[src/include/rst_clk_pkg.sv]
// Constants for the reset and clock gating block
package rst_clk_pkg;
	localparam logic [7:0]  PROC_MODE_ADDR   = 8'h5e;
	localparam int          SOFT_RESET_BIT   = 3;
	localparam logic [15:0] RESET_VECTOR_LO  = 16'hfffe;
	localparam logic [15:0] RESET_VECTOR_HI  = 16'hffff;
	localparam int          CLK_FREQ_MHZ     = 40;
	localparam int          RESET_MIN_US     = 2;
	localparam int          RESET_MIN_CYCLES = RESET_MIN_US * CLK_FREQ_MHZ;
	localparam int          POST_RESET_CYCLES = 8;
	localparam int          DIV_STAGES       = 9;
	localparam logic [8:0]  DIV_RESET        = 9'h000;
endpackage : rst_clk_pkg

[src/core/reset_and_clock_gating.sv]
// Reset sequencing and clock enable generation
`timescale 1ns/100ps
module reset_and_clock_gating #(
	parameter int POST_CYCLES = rst_clk_pkg::POST_RESET_CYCLES,
	parameter int DIV_STAGES  = rst_clk_pkg::DIV_STAGES
) (
	input  wire logic                  clk,
	input  wire logic                  rst_n,
	input  wire logic                  reg_write,
	input  wire logic [7:0]            reg_addr,
	input  wire logic [7:0]            reg_wdata,
	input  wire logic                  stop_instruction,
	input  wire logic                  wait_instruction,
	input  wire logic                  wake_event,
	input  wire logic                  ready_n,
	input  wire logic                  hold_accepted,
	input  wire logic                  bus_wait_request,
	output logic                       periph_reset_n,
	output logic                       ram_reset_n,
	output logic                       vector_fetch,
	output logic [15:0]                vector_addr,
	output logic                       main_clk_en,
	output logic                       cpu_clk_en,
	output logic                       clock_out,
	output logic [DIV_STAGES-1:0]      peripheral_divided_clocks
);

	// ----------------------------------------
	// Parameter checks
	// ----------------------------------------
	// Post-reset counter is eight bits wide
	if (POST_CYCLES < 1 || POST_CYCLES > 255) begin : g_bad_post
		$error("reset_and_clock_gating: POST_CYCLES out of range");
	end

	// At least two divider stages, at most a 16-bit count
	if (DIV_STAGES < 2 || DIV_STAGES > 16) begin : g_bad_div
		$error("reset_and_clock_gating: DIV_STAGES out of range");
	end

	// ----------------------------------------
	// Types
	// ----------------------------------------
	typedef enum logic [1:0] {
		ST_RESET,
		ST_POST,
		ST_VEC_LO,
		ST_RUN
	} seq_t;

	typedef enum logic [1:0] {
		PM_RUN,
		PM_WAIT,
		PM_STOP
	} pmode_t;

	// ----------------------------------------
	// Helper functions
	// ----------------------------------------
	// Write to the processor mode register with the software reset bit set
	function automatic logic f_is_soft_reset(
		input logic       write,
		input logic [7:0] addr,
		input logic [7:0] data
	);
		logic hit;
		hit = 1'b0;
		if (!write)
			hit = 1'b0;
		else if (addr == rst_clk_pkg::PROC_MODE_ADDR)
			hit = data[rst_clk_pkg::SOFT_RESET_BIT];
		else
			hit = 1'b0;
		return hit;
	endfunction : f_is_soft_reset

	// Last count of the post-reset sequence
	function automatic logic f_post_done(
		input logic [7:0] count,
		input int         limit
	);
		return count == 8'(limit - 1);
	endfunction : f_post_done

	// Main clock runs only in run mode and without a ready request
	function automatic logic f_main_enable(
		input pmode_t mode,
		input logic   rdy_n
	);
		return mode == PM_RUN && rdy_n;
	endfunction : f_main_enable

	// CPU clock also stops for bus unit waits and accepted hold
	function automatic logic f_cpu_enable(
		input logic main_en,
		input logic wait_req,
		input logic hold
	);
		return main_en && !wait_req && !hold;
	endfunction : f_cpu_enable

	// Output clock stops low in stop mode only
	function automatic logic f_clock_out_next(
		input pmode_t mode,
		input logic   current
	);
		logic value;
		value = 1'b0;
		if (mode == PM_STOP)
			value = 1'b0;
		else
			value = ~current;
		return value;
	endfunction : f_clock_out_next

	// ----------------------------------------
	// Reset sequencer
	// ----------------------------------------
	seq_t                  seq_reg, seq_next;
	logic [7:0]            post_cnt_reg, post_cnt_next;
	logic                  periph_rst_n_reg, periph_rst_n_next;
	logic                  vec_reg, vec_next;
	logic [15:0]           vaddr_reg, vaddr_next;
	logic                  soft_reset;

	assign soft_reset = f_is_soft_reset(reg_write, reg_addr, reg_wdata);

	always_comb begin
		seq_next          = seq_reg;
		post_cnt_next     = post_cnt_reg;
		periph_rst_n_next = periph_rst_n_reg;
		vec_next          = 1'b0;
		vaddr_next        = vaddr_reg;
		case (seq_reg)
			ST_RESET: begin
				// Held here by the async reset for as long as rst_n is low
				seq_next          = ST_POST;
				post_cnt_next     = 8'h00;
				periph_rst_n_next = 1'b1;
			end
			ST_POST: begin
				post_cnt_next = post_cnt_reg + 8'h01;
				if (f_post_done(post_cnt_reg, POST_CYCLES)) begin
					seq_next   = ST_VEC_LO;
					vec_next   = 1'b1;
					vaddr_next = rst_clk_pkg::RESET_VECTOR_LO;
				end
			end
			ST_VEC_LO: begin
				seq_next   = ST_RUN;
				vec_next   = 1'b1;
				vaddr_next = rst_clk_pkg::RESET_VECTOR_HI;
			end
			ST_RUN: begin
				vec_next = 1'b0;
			end
			default: begin
				seq_next = ST_RESET;
			end
		endcase
		if (soft_reset) begin
			// Restarts the sequencer as hardware reset does; RAM reset, vector_addr and divider are left as they are
			seq_next          = ST_RESET;
			periph_rst_n_next = 1'b0;
			vec_next          = 1'b0;
		end
	end

	always_ff @(posedge clk or negedge rst_n) begin
		if (!rst_n) begin
			seq_reg          <= ST_RESET;
			post_cnt_reg     <= 8'h00;
			periph_rst_n_reg <= 1'b0;
			vec_reg          <= 1'b0;
			vaddr_reg        <= 16'h0000;
		end else begin
			seq_reg          <= seq_next;
			post_cnt_reg     <= post_cnt_next;
			periph_rst_n_reg <= periph_rst_n_next;
			vec_reg          <= vec_next;
			vaddr_reg        <= vaddr_next;
		end
	end

	// ----------------------------------------
	// RAM reset
	// ----------------------------------------
	// RAM only sees hardware reset, so software reset keeps its contents
	logic                  ram_rst_n_reg, ram_rst_n_next;

	always_comb begin
		ram_rst_n_next = 1'b1;
	end

	always_ff @(posedge clk or negedge rst_n) begin
		if (!rst_n) begin
			ram_rst_n_reg <= 1'b0;
		end else begin
			ram_rst_n_reg <= ram_rst_n_next;
		end
	end

	// ----------------------------------------
	// Power mode and clock gating
	// ----------------------------------------
	pmode_t                pmode_reg, pmode_next;
	logic                  main_en_reg, main_en_next;
	logic                  cpu_en_reg, cpu_en_next;
	logic                  clkout_reg, clkout_next;

	always_comb begin
		pmode_next = pmode_reg;
		// Wake wins over a stop or wait in the same cycle
		if (!periph_rst_n_reg || wake_event)
			pmode_next = PM_RUN;
		else if (stop_instruction)
			pmode_next = PM_STOP;
		else if (wait_instruction)
			pmode_next = PM_WAIT;
		// Main clock ignores hold; it keeps the bus unit alive during hold
		main_en_next = f_main_enable(pmode_next, ready_n);
		cpu_en_next  = f_cpu_enable(main_en_next, bus_wait_request, hold_accepted);
		// Output must come from a flop, so it runs at half the flop clock
		clkout_next  = f_clock_out_next(pmode_next, clkout_reg);
	end

	always_ff @(posedge clk or negedge rst_n) begin
		if (!rst_n) begin
			pmode_reg   <= PM_RUN;
			main_en_reg <= 1'b0;
			cpu_en_reg  <= 1'b0;
			clkout_reg  <= 1'b0;
		end else begin
			pmode_reg   <= pmode_next;
			main_en_reg <= main_en_next;
			cpu_en_reg  <= cpu_en_next;
			clkout_reg  <= clkout_next;
		end
	end

	// ----------------------------------------
	// Peripheral divider chain
	// ----------------------------------------
	// Binary counter: bit k toggles at clk/(2^(k+1)), the top bit is the slowest
	logic [DIV_STAGES-1:0] div_reg, div_next;

	always_comb begin
		if (main_en_reg)
			div_next = div_reg + DIV_STAGES'(1);
		else
			div_next = div_reg;
	end

	always_ff @(posedge clk or negedge rst_n) begin
		if (!rst_n) begin
			div_reg <= '0;
		end else begin
			div_reg <= div_next;
		end
	end

	// ----------------------------------------
	// Outputs
	// ----------------------------------------
	// Every output is a plain register copy, no logic after the flops
	assign periph_reset_n            = periph_rst_n_reg;
	assign ram_reset_n               = ram_rst_n_reg;
	assign vector_fetch              = vec_reg;
	assign vector_addr               = vaddr_reg;
	assign main_clk_en               = main_en_reg;
	assign cpu_clk_en                = cpu_en_reg;
	assign clock_out                 = clkout_reg;
	assign peripheral_divided_clocks = div_reg;
endmodule : reset_and_clock_gating

[config.mk]
export PLATFORM = sky130hd
export DESIGN_NAME = reset_and_clock_gating
export DESIGN_NICKNAME = d
export VERILOG_FILES = /design/src/include/rst_clk_pkg.sv /design/src/core/reset_and_clock_gating.sv
export SDC_FILE = /design/constraint.sdc
export NUM_CORES = 1
export LEC_CHECK = 0
export BUFFER_PORTS_ARGS = -buffer_cell sky130_fd_sc_hd__clkbuf_2
export CORE_MARGIN = 2
export CORE_UTILIZATION = 52
export DETAILED_ROUTE_END_ITERATION = 10
export PLACE_DENSITY = 0.84
export SLEW_MARGIN = 20
export SYNTH_ARGS = -nofsm -noshare
export SYNTH_HDL_FRONTEND = slang
export SYNTH_SLANG_ARGS = --single-unit
[constraint.sdc]
create_clock -name clk -period 2.28 [get_ports clk]
set_input_delay 0.456 -clock clk [delete_from_list [all_inputs] [get_ports clk]]
set_output_delay 0.456 -clock clk [all_outputs]
set_load 0.1 [all_outputs]
==> reports/results.ini <==
[outcome]
status = finished, final reports clean

[cts]
cts_buffer_depth = 2
tritoncts = done
cts_buffers = 5
path_clk_slew_ps = 90
postCtsSetupBuffers = 0
clk_latency_ps = 330
cts_max_level = 2
cts-resized-gates = 0
holdBufCountCts = 0
root_buffer = clkbuf_4
cts.sinks = 29

[critical_path]
reg2reg_setup_slack_ps = 500
cp.depth = 1
end_kind = output port
arrival_ps = 1440
r2r-start = seq_reg[1]
worst-r2r-cell-count = 6
critPathLaunchType = register
critPathKind = reg2out
cp_cell_sequence = clkbuf_2
worst-path-max-fanout = 16
r2r_end = seq_reg[1]
critPathBufInv = 1
path_delay_family = flip-flops
crit_required_ps = 1820
endpoint = vector_addr[13]
critPathLaunch = vector_addr[14]
critical_path.max_stage_delay_ps = 580
slowest_stage = dfrtp_1

[yosys]
syn-cell-area_um2 = 1476
synth_seq_cells = 29
ys_warn_count = 0
avgSynthCellArea_um2 = 10.62
syn_inst = 139
syn-num-nets = 170
ys_seq_area_frac = 0.4915
yosysUniqueCellTypes = 38

[sta]
setup_slack_ps = 380.5
finalCritPeriodShare = 0.8331
clock-skew-final_ps = 10.85
finalSetupViolCount = 0
tns_ps = 0
slew_headroom = 0.5335
fmax_mhz = 526.5
rsz0062_at_grt = false
min_period_ps = 1900
hold_violations = 0
worstMarginPinSlew_ps = 699.8
final_max_slew_viol_count = 0

[final_layout]
stdcell_count = 209
nets = 209
multi_input_area_um2 = 603.1
final_util = 0.6178
regArea_um2 = 725.7
fill_cells = 221
antenna_cells = 0
area_growth_pct = 14.41
largest_reg_flops = 9
final_layout_size_suffix_gt1_frac = 0.3483

[placement]
placedCellCount = 202
gp_congestion = 0.8387
place_ws_ps = 521.0
dp_hpwl_mm = 2.136
port-buffer-count = 48

[global_routing]
grt_pass1_wl_mm = 4.698
overflow = 0
grt_pass1_vias = 1085
grt_util_all_layers = 0.1891
antenna_found_initial = 0
grt_max_degree = 30

[floorplanning]
design.core.area_um2 = 2734
chipHeight_um = 57.29
die_w_um = 57.29
start_util = 0.5400
io_pins = 56
dieArea_um2 = 3282
row_count = 19

[routing]
vias = 1110
wl_mm = 2.736
ant_nets = 0
drt_iter0_markers = 30
drtPass1Iterations = 4
vias_per_cell = 5.311
drc = 0
avgRoutedWirePerCell_um = 13.09

[power_and_ir_drop]
p_per_area_nw_per_um2 = 1226
power_leakage_nw = 0.8190
vdd_drop_max_mv = 1.146

[run]
drv_cap = 0

[worst_hold_path]
hp-class = in2async

## cell usage in the layout (no fill, tap or decap), types with 4 or more instances in the layout
| cell type | count |
|---|---|
| clkbuf_2 | 48 |
| ha_1 | 6 |
| nand4_1 | 5 |
| a21oi_1 | 4 |
| inv_1 | 7 |
| nor2_1 | 11 |
| dfrtp_1 | 29 |
| xnor2_1 | 5 |
| o21ai_0 | 9 |
| clkbuf_4 | 5 |
| nand3_1 | 6 |
| nand2_1 | 9 |
## power breakdown
| part | switching (W) | leakage, nW | internal, W |
|---|---|---|---|
| Combinational | 0.000773 | 0.428 | 0.000225 |
| Clock | 0.000166 | 0.0314 | 0.000145 |
| Sequential | 0.000136 | 0.359 | 0.000626 |
## metal layers
layer | vias up | routed length, um | global-route usage
li1 | 547 | - | -
met1 | 529 | 1084 | 0.2148
met2 | 25 | 1464 | 0.3218
met3 | 9 | 111 | 0.04989
met4 | 0 | 76 | 0.1063
met5 | - | 0 | 0
## stage by stage
stage / area (um^2) / hold slack (ps) / total power, W
4_1_cts: 1689 / 187.6 / 0.002085
2_1_floorplan: 1476 / 160.4 / 0.001603
3_5_place_dp: 1634 / 412.4 / 0.001774
6_report: 1689 / 156.8 / 0.002070
3_3_place_gp: 1634 / 411.6 / 0.001728
5_1_grt: 1689 / 214.9 / 0.002180
## synth_stat cells
| cell type | count | area (um^2) |
|---|---|---|
| nand4b_1 | 1 | 8.760 |
| o31ai_1 | 3 | 22.52 |
| nor2b_1 | 1 | 6.260 |
| o21ai_0 | 9 | 45.04 |
| nand3_1 | 6 | 30.03 |
| mux2i_1 | 1 | 10.01 |
| nor3b_1 | 1 | 7.510 |
| nor3b_2 | 1 | 12.51 |
| buf_4 | 14 | 105.1 |
| dfrtp_1 | 29 | 725.7 |
| xor2_1 | 3 | 26.28 |
| xnor2_1 | 5 | 43.79 |
| and3_1 | 1 | 6.260 |
| a21oi_1 | 4 | 20.02 |
| conb_1 | 1 | 3.750 |
| o21a_1 | 1 | 7.510 |
| ha_1 | 6 | 75.07 |
| nand2_1 | 9 | 33.78 |
| or2_2 | 1 | 6.260 |
| a21oi_2 | 1 | 8.760 |
| nor4bb_1 | 1 | 10.01 |
| a311oi_2 | 1 | 15.01 |
| nand2b_1 | 2 | 12.51 |
| a31o_4 | 1 | 17.52 |
| or3_1 | 1 | 6.260 |
| buf_6 | 1 | 11.26 |
| inv_1 | 7 | 26.28 |
| clkbuf_2 | 1 | 5.000 |
| nor4b_4 | 1 | 23.77 |
| nor4_1 | 1 | 6.260 |
| nor2_1 | 11 | 41.29 |
| a32o_1 | 1 | 10.01 |
| mux2_2 | 1 | 11.26 |
| a31oi_1 | 2 | 12.51 |
| nor3_1 | 1 | 5.000 |
| o211ai_1 | 2 | 15.01 |
| and3_4 | 1 | 11.26 |
| nand4_1 | 5 | 31.28 |
## cell families (layout without fill, tap and decap cells)
| kind of cell | after synthesis | count (layout) | synth area share |
|---|---|---|---|
| compound gates | 25 | 25 | 0.1178 |
| other cells | 1 | 1 | 0.002540 |
| simple gates | 45 | 45 | 0.1754 |
| xor+xnor | 8 | 8 | 0.04746 |
| buf+inv | 23 | 62 | 0.1000 |
| mux | 2 | 2 | 0.01441 |
| fa+ha+maj | 6 | 6 | 0.05085 |
| flops | 29 | 29 | 0.4915 |
## worst min-delay path by stage
stage | end | slack, ps | start | cells after the start
2_1_floorplan | clock_out | 160 | rst_n | 0
3_3_place_gp | clock_out | 410 | clock_out | 1
3_5_place_dp | clock_out | 410 | clock_out | 1
4_1_cts | peripheral_divided_clocks[3] | 190 | rst_n | 1
5_1_grt | post_cnt_reg[2] | 210 | rst_n | 1
6_report | seq_reg[1] | 160 | rst_n | 1
## area by class of cell
| class | count | share of cell area |
|---|---|---|
| clock buffer | 7 | 0.03259 |
| sequential | 29 | 0.4296 |
| inverter | 7 | 0.01556 |
| timing repair buffer | 48 | 0.1422 |
| tap | 31 | 0.02296 |
| multi-input combinational | 87 | 0.3570 |
No activity file was read; power rests on OpenSTA's default activity.
